--- src/pkg/rst_seq_pkg.sv ---
// constants and types of the reset cause and start-up sequencer
// Behaviour
// - either detector trip clears brown-out flag, except a mode 10 low-power trip
// - low-power trip ORed into combined brown-out
// - low-power detector enable is active low
// - mode 10 low-power trip holds reset, rearms power-on
// - pin reset disabled only if both bits zero
// - enabled pin held low keeps device reset
// - pin filter ignores short pulses, never driven
// - disabled pin is input with software pull-up
// - watchdog expiry resets, clears watchdog, timeout flags
// - reset instruction clears its own flag
// - stack faults reset only when enabled, set flag
// - power-up timer 64 ms, holds reset
// - run after timer, pin, oscillator done
// - timers independent of pin; 10 cycles after pin
// - reset loads address zero; wake continues next
// - interrupt wake with irq enable vectors to 0004h
// - power-on loads its flag pattern, keeps brown-out flag
// - brown-out loads its pattern; others own flags
// - pin reset clears flag; in sleep timeout, powerdown
// - watchdog wake clears both; interrupt wake sets timeout
// - soft enable acts only in mode 01
// - ready bit shows detector active; bit 6 zero
// - mode encodings 11 on, 10 sleep off, 01, 00
// - flags change only on cause; writes never reset (register writes also change cause and status flags)
package rst_seq_pkg;
   localparam logic [3:0] addr_brownout_control = 4'h0;
   localparam logic [3:0] addr_reset_cause = 4'h4;
   localparam logic [3:0] addr_status = 4'h8;
   localparam logic [3:0] addr_pin_ctrl = 4'hc;
   localparam int bit_soft_bo = 7;
   localparam int bit_reserved6 = 6;
   localparam int bit_bo_ready = 0;
   localparam int bit_stk_ovf = 7;
   localparam int bit_stk_unf = 6;
   localparam int bit_wdt = 4;
   localparam int bit_pin = 3;
   localparam int bit_instr = 2;
   localparam int bit_por = 1;
   localparam int bit_bor = 0;
   localparam int bit_timeout = 1;
   localparam int bit_powerdown = 0;
   localparam logic [7:0] cause_mask = 8'hdf;
   localparam logic [7:0] por_cause = 8'h1c;
   localparam logic [7:0] soft_bo_reset = 8'h80;
   localparam logic [1:0] mode_always_on = 2'b11;
   localparam logic [1:0] mode_sleep_off = 2'b10;
   localparam logic [1:0] mode_software = 2'b01;
   localparam logic [1:0] mode_always_off = 2'b00;
   localparam logic [15:0] reset_vector = 16'h0000;
   localparam logic [15:0] irq_vector = 16'h0004;
   localparam int clk_mhz = 200;
   localparam int lf_khz = 31;
   localparam int lf_div = (clk_mhz * 1000 + lf_khz - 1) / lf_khz;
   localparam int power_up_timer_ms = 64;
   localparam int power_up_timer_ticks = power_up_timer_ms * lf_khz;
   localparam int pin_release_cycles = 10;
   localparam int pin_filter_len = 4;
   typedef enum logic [2:0] {
      st_por, st_power_up_timer, st_wait_pin, st_wait_osc, st_release, st_run
   } seq_state_t;
endpackage

--- src/rtl/pin_filter.sv ---
// two-stage synchroniser and low-sample pulse filter for the reset pin
`timescale 1ns/10ps
module pin_filter (
   input wire logic aclk,
   input wire logic aresetn,
   input wire logic pin_in,
   input wire logic [3:0] filter_len,
   output logic pin_low
);
   logic sync1_ff;
   logic sync2_ff;
   logic [3:0] cnt_ff;
   logic [3:0] nxt_cnt;
   logic low_ff;
   logic nxt_low;
   // first stage only feeds the second
   always_ff @(posedge aclk) begin
      if (!aresetn) begin
         sync1_ff <= 1'b1;
         sync2_ff <= 1'b1;
      end else begin
         sync1_ff <= pin_in;
         sync2_ff <= sync1_ff;
      end
   end
   // pin must read low for filter_len samples in a row before reset
   assign nxt_cnt = sync2_ff ? 4'h0 :
                    (cnt_ff == filter_len) ? cnt_ff : cnt_ff + 4'h1;
   assign nxt_low = (filter_len == 4'h0) ? !sync2_ff :
                    (!sync2_ff && nxt_cnt == filter_len);
   always_ff @(posedge aclk) begin
      if (!aresetn) begin
         cnt_ff <= 4'h0;
         low_ff <= 1'b0;
      end else begin
         cnt_ff <= nxt_cnt;
         low_ff <= nxt_low;
      end
   end
   assign pin_low = low_ff;
endmodule

--- src/rtl/reset_cause_and_startup_sequencer.sv ---
// reset merging, start-up sequence, cause flags and axi4-lite registers
//
// Local design decisions: register access over AXI4-Lite and the register addresses.
`timescale 1ns/10ps
module reset_cause_and_startup_sequencer #(
   parameter int power_up_timer_ticks = rst_seq_pkg::power_up_timer_ticks,
   parameter int lf_div = rst_seq_pkg::lf_div
) (
   input wire logic aclk,
   input wire logic aresetn,
   // axi4-lite slave
   input wire logic [3:0] s_axi_awaddr,
   input wire logic s_axi_awvalid,
   output logic s_axi_awready,
   input wire logic [31:0] s_axi_wdata,
   input wire logic [3:0] s_axi_wstrb,
   input wire logic s_axi_wvalid,
   output logic s_axi_wready,
   output logic [1:0] s_axi_bresp,
   output logic s_axi_bvalid,
   input wire logic s_axi_bready,
   input wire logic [3:0] s_axi_araddr,
   input wire logic s_axi_arvalid,
   output logic s_axi_arready,
   output logic [31:0] s_axi_rdata,
   output logic [1:0] s_axi_rresp,
   output logic s_axi_rvalid,
   input wire logic s_axi_rready,
   // configuration word bits
   input wire logic [1:0] brownout_mode_select,
   input wire logic low_power_brownout_detector_en_n,
   input wire logic ext_reset_pin_enable,
   input wire logic low_voltage_program_enable,
   input wire logic stack_fault_reset_enable,
   input wire logic power_up_timer_enable_n,
   input wire logic osc_startup_needed,
   // supply monitors and events
   input wire logic por_active,
   input wire logic brownout_trip,
   input wire logic lp_brownout_trip,
   input wire logic brownout_circuit_ready,
   input wire logic osc_startup_done,
   input wire logic master_clear_pin_in,
   input wire logic watchdog_timeout,
   input wire logic reset_instruction,
   input wire logic stack_overflow,
   input wire logic stack_underflow,
   input wire logic prog_mode_exit,
   input wire logic sleeping,
   input wire logic wake_watchdog,
   input wire logic wake_irq,
   input wire logic global_irq_enable,
   input wire logic [15:0] pc_current,
   // outputs
   output logic device_reset,
   output logic brownout_enable,
   output logic pin_gpio_value,
   output logic pin_pullup_en,
   output logic pc_load,
   output logic [15:0] pc_value,
   output logic irq_push
);
   logic [7:0] cause_ff, nxt_cause;
   logic [1:0] stat_ff, nxt_stat;
   logic soft_bo_ff;
   logic pullup_sw_ff;
   rst_seq_pkg::seq_state_t state_ff, nxt_state;
   logic [31:0] lf_cnt_ff;
   logic lf_tick_ff;
   logic [31:0] power_up_timer_cnt_ff;
   logic [3:0] rel_cnt_ff;
   logic rst_ff, bo_en_ff, gpio_ff, pu_ff, pcl_ff, push_ff;
   logic [15:0] pcv_ff;
   logic pin_low;
   logic aw_ok_ff, w_ok_ff, bvalid_ff, rvalid_ff;
   logic [3:0] awaddr_ff;
   logic [31:0] wdata_ff;
   logic [31:0] rdata_ff;
   logic [1:0] rresp_ff, bresp_ff;

   // pin function and filter
   wire pin_en = ext_reset_pin_enable | low_voltage_program_enable;
   pin_filter u_filter (
      .aclk(aclk),
      .aresetn(aresetn),
      .pin_in(master_clear_pin_in),
      .filter_len(4'(rst_seq_pkg::pin_filter_len)),
      .pin_low(pin_low)
   );
   wire pin_reset = pin_en & pin_low;

   // brown-out path
   wire lp_en = !low_power_brownout_detector_en_n;
   wire mode_on = (brownout_mode_select == rst_seq_pkg::mode_always_on) |
                  (brownout_mode_select == rst_seq_pkg::mode_sleep_off &&
                   !sleeping) |
                  (brownout_mode_select == rst_seq_pkg::mode_software &&
                   soft_bo_ff);
   wire lp_trip = lp_en & lp_brownout_trip;
   wire bo_combined = (mode_on & brownout_trip) | lp_trip;
   // in mode 10 a low-power trip also rearms the power-on path
   wire por_rearm = lp_trip &&
      brownout_mode_select == rst_seq_pkg::mode_sleep_off;
   wire por_ev = por_active | por_rearm;

   // other reset sources
   wire stk_ovf_rst = stack_overflow & stack_fault_reset_enable;
   wire stk_unf_rst = stack_underflow & stack_fault_reset_enable;
   wire any_soft_rst = watchdog_timeout | reset_instruction | stk_ovf_rst |
                       stk_unf_rst | prog_mode_exit | pin_reset;

   // axi write decode
   wire aw_take = s_axi_awvalid & !aw_ok_ff & !bvalid_ff;
   wire w_take = s_axi_wvalid & !w_ok_ff & !bvalid_ff;
   wire wr_go = aw_ok_ff & w_ok_ff & !bvalid_ff;
   logic [3:0] wstrb_ff;
   wire wstrb_ok = wstrb_ff[0];
   wire wr_lane0 = wr_go & wstrb_ok;
   wire wr_bo = wr_lane0 & awaddr_ff == rst_seq_pkg::addr_brownout_control;
   wire wr_cause = wr_lane0 & awaddr_ff == rst_seq_pkg::addr_reset_cause;
   wire wr_stat = wr_lane0 & awaddr_ff == rst_seq_pkg::addr_status;
   wire wr_pin = wr_lane0 & awaddr_ff == rst_seq_pkg::addr_pin_ctrl;
   wire aw_map = awaddr_ff == rst_seq_pkg::addr_brownout_control |
                 awaddr_ff == rst_seq_pkg::addr_reset_cause |
                 awaddr_ff == rst_seq_pkg::addr_status |
                 awaddr_ff == rst_seq_pkg::addr_pin_ctrl;

   // cause flags: hardware events win over a software write the same cycle
   always_comb begin
      nxt_cause = cause_ff;
      nxt_stat = stat_ff;
      if (wr_cause)
         nxt_cause = wdata_ff[7:0] & rst_seq_pkg::cause_mask;
      if (wr_stat)
         nxt_stat = wdata_ff[1:0];
      if (por_ev) begin
         nxt_cause = rst_seq_pkg::por_cause | {7'h0, cause_ff[0]};
         nxt_stat = 2'b11;
      end else if (bo_combined) begin
         nxt_cause[rst_seq_pkg::bit_stk_ovf] = 1'b0;
         nxt_cause[rst_seq_pkg::bit_stk_unf] = 1'b0;
         nxt_cause[rst_seq_pkg::bit_wdt] = 1'b1;
         nxt_cause[rst_seq_pkg::bit_pin] = 1'b1;
         nxt_cause[rst_seq_pkg::bit_instr] = 1'b1;
         nxt_cause[rst_seq_pkg::bit_bor] = 1'b0;
         nxt_stat = 2'b11;
      end else begin
         if (watchdog_timeout) begin
            nxt_cause[rst_seq_pkg::bit_wdt] = 1'b0;
            nxt_stat[rst_seq_pkg::bit_timeout] = 1'b0;
         end
         if (pin_reset && state_ff == rst_seq_pkg::st_run) begin
            nxt_cause[rst_seq_pkg::bit_pin] = 1'b0;
            if (sleeping)
               nxt_stat = 2'b10;
         end
         if (reset_instruction)
            nxt_cause[rst_seq_pkg::bit_instr] = 1'b0;
         if (stk_ovf_rst)
            nxt_cause[rst_seq_pkg::bit_stk_ovf] = 1'b1;
         if (stk_unf_rst)
            nxt_cause[rst_seq_pkg::bit_stk_unf] = 1'b1;
         if (sleeping && wake_watchdog)
            nxt_stat = 2'b00;
         else if (sleeping && wake_irq)
            nxt_stat = 2'b10;
      end
   end

   // low-frequency tick divider feeding the power-up timer
   always_ff @(posedge aclk) begin
      if (!aresetn) begin
         lf_cnt_ff <= 32'h0;
         lf_tick_ff <= 1'b0;
      end else begin
         lf_tick_ff <= (lf_cnt_ff == 32'(lf_div - 1));
         lf_cnt_ff <= (lf_cnt_ff == 32'(lf_div - 1)) ? 32'h0 :
                      lf_cnt_ff + 32'h1;
      end
   end

   wire power_up_timer_done = power_up_timer_enable_n |
                    (power_up_timer_cnt_ff == 32'(power_up_timer_ticks));
   wire osc_ok = !osc_startup_needed | osc_startup_done;

   // start-up sequence
   always_comb begin
      nxt_state = state_ff;
      case (state_ff)
         rst_seq_pkg::st_por:
            if (!por_ev && !bo_combined)
               nxt_state = rst_seq_pkg::st_power_up_timer;
         rst_seq_pkg::st_power_up_timer:
            if (power_up_timer_done)
               nxt_state = rst_seq_pkg::st_wait_pin;
         rst_seq_pkg::st_wait_pin:
            if (!pin_reset)
               nxt_state = rst_seq_pkg::st_wait_osc;
         rst_seq_pkg::st_wait_osc:
            if (osc_ok)
               nxt_state = rst_seq_pkg::st_release;
         rst_seq_pkg::st_release:
            if (pin_reset)
               nxt_state = rst_seq_pkg::st_wait_pin;
            else if (rel_cnt_ff == 4'(rst_seq_pkg::pin_release_cycles - 1))
               nxt_state = rst_seq_pkg::st_run;
         rst_seq_pkg::st_run:
            if (any_soft_rst)
               nxt_state = rst_seq_pkg::st_wait_pin;
         default:
            nxt_state = rst_seq_pkg::st_por;
      endcase
      if (por_ev || bo_combined)
         nxt_state = rst_seq_pkg::st_por;
   end

   always_ff @(posedge aclk) begin
      if (!aresetn) begin
         state_ff <= rst_seq_pkg::st_por;
         power_up_timer_cnt_ff <= 32'h0;
         rel_cnt_ff <= 4'h0;
      end else begin
         state_ff <= nxt_state;
         // timer runs regardless of the pin, restarts on supply reset
         if (state_ff == rst_seq_pkg::st_por)
            power_up_timer_cnt_ff <= 32'h0;
         else if (lf_tick_ff && !power_up_timer_done)
            power_up_timer_cnt_ff <= power_up_timer_cnt_ff + 32'h1;
         rel_cnt_ff <= (state_ff == rst_seq_pkg::st_release) ?
                       rel_cnt_ff + 4'h1 : 4'h0;
      end
   end

   // registers and outputs
   always_ff @(posedge aclk) begin
      if (!aresetn) begin
         cause_ff <= rst_seq_pkg::por_cause;
         stat_ff <= 2'b11;
         soft_bo_ff <= rst_seq_pkg::soft_bo_reset[rst_seq_pkg::bit_soft_bo];
         pullup_sw_ff <= 1'b0;
      end else begin
         cause_ff <= nxt_cause;
         stat_ff <= nxt_stat;
         if (wr_bo)
            soft_bo_ff <= wdata_ff[rst_seq_pkg::bit_soft_bo];
         if (wr_pin)
            pullup_sw_ff <= wdata_ff[0];
      end
   end

   wire run_start = state_ff == rst_seq_pkg::st_release &&
                    nxt_state == rst_seq_pkg::st_run;
   wire wake = sleeping & (wake_watchdog | wake_irq) &
               state_ff == rst_seq_pkg::st_run;
   always_ff @(posedge aclk) begin
      if (!aresetn) begin
         rst_ff <= 1'b1;
         bo_en_ff <= 1'b0;
         gpio_ff <= 1'b1;
         pu_ff <= 1'b1;
         pcl_ff <= 1'b0;
         pcv_ff <= rst_seq_pkg::reset_vector;
         push_ff <= 1'b0;
      end else begin
         rst_ff <= nxt_state != rst_seq_pkg::st_run;
         bo_en_ff <= mode_on;
         gpio_ff <= master_clear_pin_in;
         pu_ff <= pin_en | pullup_sw_ff;
         pcl_ff <= run_start | wake;
         push_ff <= wake & wake_irq & global_irq_enable;
         if (run_start)
            pcv_ff <= rst_seq_pkg::reset_vector;
         else if (wake && wake_irq && global_irq_enable)
            pcv_ff <= rst_seq_pkg::irq_vector;
         else if (wake)
            pcv_ff <= pc_current + 16'h1;
      end
   end

   // axi4-lite slave: one write and one read outstanding
   wire rd_map = s_axi_araddr == rst_seq_pkg::addr_brownout_control |
                 s_axi_araddr == rst_seq_pkg::addr_reset_cause |
                 s_axi_araddr == rst_seq_pkg::addr_status |
                 s_axi_araddr == rst_seq_pkg::addr_pin_ctrl;
   wire [31:0] bo_word = {24'h0, soft_bo_ff, 1'b0, 5'h0,
                          brownout_circuit_ready & mode_on};
   wire [31:0] rd_word =
      (s_axi_araddr == rst_seq_pkg::addr_brownout_control) ? bo_word :
      (s_axi_araddr == rst_seq_pkg::addr_reset_cause) ? {24'h0, cause_ff} :
      (s_axi_araddr == rst_seq_pkg::addr_status) ? {30'h0, stat_ff} :
      (s_axi_araddr == rst_seq_pkg::addr_pin_ctrl) ?
         {30'h0, gpio_ff, pullup_sw_ff} : 32'h0;
   wire ar_take = s_axi_arvalid & !rvalid_ff;
   always_ff @(posedge aclk) begin
      if (!aresetn) begin
         aw_ok_ff <= 1'b0;
         w_ok_ff <= 1'b0;
         bvalid_ff <= 1'b0;
         bresp_ff <= 2'b00;
         awaddr_ff <= 4'h0;
         wdata_ff <= 32'h0;
         wstrb_ff <= 4'h0;
         rvalid_ff <= 1'b0;
         rdata_ff <= 32'h0;
         rresp_ff <= 2'b00;
      end else begin
         if (aw_take) begin
            aw_ok_ff <= 1'b1;
            awaddr_ff <= s_axi_awaddr;
         end
         if (w_take) begin
            w_ok_ff <= 1'b1;
            wdata_ff <= s_axi_wdata;
            wstrb_ff <= s_axi_wstrb;
         end
         if (wr_go) begin
            aw_ok_ff <= 1'b0;
            w_ok_ff <= 1'b0;
            bvalid_ff <= 1'b1;
            bresp_ff <= aw_map ? 2'b00 : 2'b10;
         end else if (bvalid_ff && s_axi_bready)
            bvalid_ff <= 1'b0;
         if (ar_take) begin
            rvalid_ff <= 1'b1;
            rdata_ff <= rd_word;
            rresp_ff <= rd_map ? 2'b00 : 2'b10;
         end else if (rvalid_ff && s_axi_rready)
            rvalid_ff <= 1'b0;
      end
   end

   // readies are registered-free combinational of state flops only
   assign s_axi_awready = !aw_ok_ff & !bvalid_ff;
   assign s_axi_wready = !w_ok_ff & !bvalid_ff;
   assign s_axi_arready = !rvalid_ff;
   assign s_axi_bvalid = bvalid_ff;
   assign s_axi_bresp = bresp_ff;
   assign s_axi_rvalid = rvalid_ff;
   assign s_axi_rdata = rdata_ff;
   assign s_axi_rresp = rresp_ff;
   assign device_reset = rst_ff;
   assign brownout_enable = bo_en_ff;
   assign pin_gpio_value = gpio_ff;
   assign pin_pullup_en = pu_ff;
   assign pc_load = pcl_ff;
   assign pc_value = pcv_ff;
   assign irq_push = push_ff;
endmodule

--- config.mk ---
export PLATFORM = sky130hd
export DESIGN_NAME = reset_cause_and_startup_sequencer
export DESIGN_NICKNAME = d
export VERILOG_FILES = /design/src/pkg/rst_seq_pkg.sv /design/src/rtl/pin_filter.sv /design/src/rtl/reset_cause_and_startup_sequencer.sv
export SDC_FILE = /design/constraint.sdc
export NUM_CORES = 1
export LEC_CHECK = 0
export ABC_CLOCK_PERIOD_IN_PS = 2200
export BUFFER_PORTS_ARGS = -buffer_cell sky130_fd_sc_hd__buf_2
export CORE_AREA = 2 2 115 117
export DETAILED_ROUTE_END_ITERATION = 10
export DIE_AREA = 0 0 117 119
export PLACE_DENSITY = 0.78
export SYNTH_ARGS = -nofsm -noshare
export SYNTH_HDL_FRONTEND = slang
export SYNTH_SLANG_ARGS = --single-unit
--- constraint.sdc ---
create_clock -name aclk -period 2.2 [get_ports aclk]
set_input_delay 0.33 -clock aclk [delete_from_list [all_inputs] [get_ports aclk]]
set_output_delay 0.33 -clock aclk [all_outputs]
set_load 0.02 [all_outputs]
==> results.sh <==
export IMPL_synth_distinct_cells=63
export IMPL_grt_start_max_net_pins=33
export IMPL_die_h_um=119
export IMPL_maxCapViolations=0
export IMPL_route_detailed_drc=0
export IMPL_vias=5423
export IMPL_cp_startpoint="power_up_timer_cnt_ff[0]"
export IMPL_power_density_mw_per_mm2=727.1
export IMPL_slew_headroom_pct=58.89
export IMPL_syn2layout_area_growth_pct=18.91
export IMPL_status="finished clean"
export IMPL_p_leak_nw=2.928
export IMPL_avgSynthCellArea_um2=8.858
export IMPL_drt_met1_wl_um=6213
export IMPL_vdd_drop_max_mv=0.4659
export IMPL_netlist_area_mm2=0.006661
export IMPL_worst_r2r_path_depth=9
export IMPL_crit_type="reg -> reg"
export IMPL_cts_max_path_buffers=2
export IMPL_antenna_left=0
export IMPL_hold_viol=0
export IMPL_slowest_delay_ps=330
export IMPL_cp_depth=9
export IMPL_layout_nets=955
export IMPL_post_drt_wl_per_cell_um=13.09
export IMPL_crit_buf_inv=2
export IMPL_vias_per_cell=5.185
export IMPL_io_buffers=97
export IMPL_cp_top_family="simple AND/OR/NAND/NOR gates"
export IMPL_clkTransAtPathRegs_ps=60
export IMPL_cts_root_buf="clkbuf_16"
export IMPL_synth_edf_count=0
export IMPL_setup_violations=0
export IMPL_grt_pass1_wl_um=23400
export IMPL_grt_total_usage_pct=20.74
export IMPL_synthArstFlopShare_pct=0
export IMPL_reg2reg_from="power_up_timer_cnt_ff[0]"
export IMPL_wl_met2_um=6633
export IMPL_num_io_pins=153
export IMPL_ctsResizeCount=0
export IMPL_postLayoutCoreUtil_pct=61.53
export IMPL_grt_pass1_vias=5239
export IMPL_layout_drive_gt1_share_pct=20.80
export IMPL_first_iter_violations=289
export IMPL_start_util_pct=51.74
export IMPL_hold_ws_ps=94.24
export IMPL_rows=42
export IMPL_cts_tree="yes"
export IMPL_postCtsSetupBuffers=0
export IMPL_gp_congestion=0.7960
export IMPL_dp_hpwl_um=9625
export IMPL_rsz0062_at_grt="true"
export IMPL_ctsHoldBuffers=0
export IMPL_clk_insertion_delay_late_ps=420
export IMPL_ys_seq_area_share_pct=40.87
export IMPL_crit_end="pc_value[0]"
export IMPL_synth_seq_cells=136
export IMPL_antennaDiodeCount=0
export IMPL_synthFlopType="dfxtp_1"
export IMPL_critPathCaptureType="flop"
export IMPL_min_period_ps=2041
export IMPL_top_layer="met4"
export IMPL_yosysWarnings=0
export IMPL_path_cells="inv_1 > ha_1 > nor4b_4 > nand3_2 > nor4_4 > or3_4 > a21oi_4 > buf_12 > a2111oi_2"
export IMPL_synthCells=752
export IMPL_critPathLaunchType="flop"
export IMPL_clock_sinks=136
export IMPL_tightest_slew_ps=611.1
export IMPL_critPathMaxFanout=17
export IMPL_timing_setup_tns_ps=0
export IMPL_die_x_um=117
export IMPL_dr_pass1_iters=5
export IMPL_period_share_pct=92.79
export IMPL_clock_skew_ps=6.204
export IMPL_grt_overflow=0
export IMPL_die_area_mm2=0.01392
export IMPL_htree_num_levels=4
export IMPL_crit_slowest_cell="dfxtp_1"
export IMPL_antenna_found_initial=0
export IMPL_wirelength_um=13700
export IMPL_cp_arrival_ps=2360
export IMPL_wl_met3_um=574
export IMPL_coreArea_mm2=0.01287
export IMPL_min_path_type="in -> reg"
export IMPL_reg2reg_slack_ps=160
export IMPL_required_ps=2520
export IMPL_max_freq_mhz=489.9
export IMPL_r2r_end="pc_value[0]"
export IMPL_cts_inserted_buffers=17
export IMPL_final_max_slew_viol_count=0
## worst min path at each step
| stage | start | to | slack [ps] | cells after the start |
|---|---|---|---|---|
| after CTS | master_clear_pin_in | u_filter.sync1_ff | 80 | 2 |
| after floorplan | u_filter.sync2_ff | u_filter.cnt_ff[3] | 420 | 1 |
| after global routing | s_axi_rready | s_axi_rvalid | 90 | 2 |
| final | master_clear_pin_in | u_filter.sync1_ff | 90 | 2 |
| after detailed placement | u_filter.sync2_ff | u_filter.cnt_ff[3] | 430 | 1 |
| after global placement | u_filter.sync2_ff | u_filter.cnt_ff[3] | 430 | 1 |
## worst register-to-register path, stage by stage (launching register included)
cell and delay, ps:
dfxtp_1 330, inv_1 90, ha_1 150, nor4b_4 190, nand3_2 160, nor4_4 280, or3_4 190, a21oi_4 60
buf_12 180, a2111oi_2 320
## final cells by class
cell class / instances / area, um^2
timing repair buffer: 111 / 640.6
inverter: 23 / 86.33
tap: 176 / 220.2
fill: 1102 / 4954
clock inverter: 14 / 172.7
sequential: 136 / 2723
multi-input combinational: 568 / 3650
clock buffer: 18 / 429.2
## state kept, by name, indices dropped and copies added (netlist names), 2 cells and up
signal	count
wdata_ff	7
power_up_timer_cnt_ff	32
u_filter.cnt_ff	4
s_axi_rdata	7
lf_cnt_ff	32
rel_cnt_ff	4
awaddr_ff	4
state_ff	3
cause_ff	7
pc_value	16
stat_ff	2
## per-layer routing
metal	global-route usage (%)	up-vias
met1	26.00	2513
met4	7.868	0
met2	34.03	107
li1	-	2783
met5	0	-
met3	5.293	20
## cells in the mapped netlist (2+ instances only)
master | count | area [um^2]
inv_1 | 22 | 82.58
nand3_2 | 2 | 20.02
a2111oi_4 | 7 | 192.7
nor4b_1 | 2 | 17.52
a21oi_1 | 33 | 165.2
nand3_1 | 36 | 180.2
xnor2_1 | 42 | 367.9
and4_1 | 6 | 52.55
buf_2 | 13 | 65.06
nor4_2 | 4 | 50.05
nand2b_1 | 10 | 62.56
o21ai_1 | 3 | 15.01
a2111oi_2 | 7 | 105.1
o21a_1 | 3 | 22.52
o21ai_0 | 22 | 110.1
mux2i_1 | 18 | 180.2
xor2_1 | 21 | 183.9
or4_1 | 4 | 30.03
and2_1 | 7 | 43.79
nor2b_4 | 2 | 27.53
nor2_1 | 110 | 412.9
nor2b_1 | 7 | 43.79
and3_1 | 13 | 81.33
nor3_1 | 29 | 145.1
a211oi_1 | 6 | 45.04
nor4_4 | 2 | 42.54
dfxtp_1 | 136 | 2723
clkbuf_1 | 10 | 37.54
ha_1 | 8 | 100.1
nand4_2 | 2 | 25.02
nand2_1 | 68 | 255.2
or3_1 | 15 | 93.84
a22oi_1 | 6 | 45.04
nand4_1 | 10 | 62.56
nor4_1 | 12 | 75.07
buf_4 | 27 | 202.7
## metrics by stage
| stage | power, mW | instance area (um^2) | setup slack, ps | std cells |
|---|---|---|---|---|
| 2_1_floorplan | 2.839 | 6759 | 192.0 | 778 |
| 3_3_place_gp | 2.937 | 7298 | 161.0 | 1014 |
| 3_5_place_dp | 2.942 | 7298 | 127.0 | 1014 |
| 4_1_cts | 5.811 | 7900 | 125.5 | 1046 |
| 5_1_grt | 5.965 | 7921 | -1.833 | 1046 |
| 6_report | 5.759 | 7921 | 158.7 | 1046 |
## cell families (layout without fill, tap and decap cells)
family	Yosys count	count (layout)	synth area share, %
xor gates and xnor gates	63	63	8.283
buffers and inverters	74	166	6.179
AOI/OAI and AO/OA	102	102	13.26
other	1	27	0.05629
and+or+nand+nor	349	349	26.97
muxes	19	19	2.874
adders and majority gates	8	8	1.503
DFF	136	136	40.87
## where the power goes
part / internal [mW] / switching [mW]
registers: 2.50 / 0.0288
logic: 0.131 / 0.229
clock network: 1.79 / 1.08
## cell usage in the layout (no fill, tap or decap), types with 3 or more instances in the layout
cell type	instances
a211oi_1	6
ha_1	8
a22oi_1	6
dfxtp_1	136
buf_12	4
xnor2_1	42
and3_1	13
clkinvlp_4	5
o21a_1	3
or3_1	15
nand2b_1	10
nor4_2	6
bufinv_16	3
nor3_1	29
nand2_1	68
clkbuf_16	17
and2_1	7
o21ai_0	22
a2111oi_4	7
inv_1	22
or4_1	4
nand4_1	10
nor4_1	10
buf_2	97
a21oi_1	33
a2111oi_2	7
nor2_1	110
buf_4	10
conb_1	27
mux2i_1	18
and4_1	6
nand3_1	36
inv_6	3
nor2b_1	7
xor2_1	21
(Power assumes the default switching activity.)
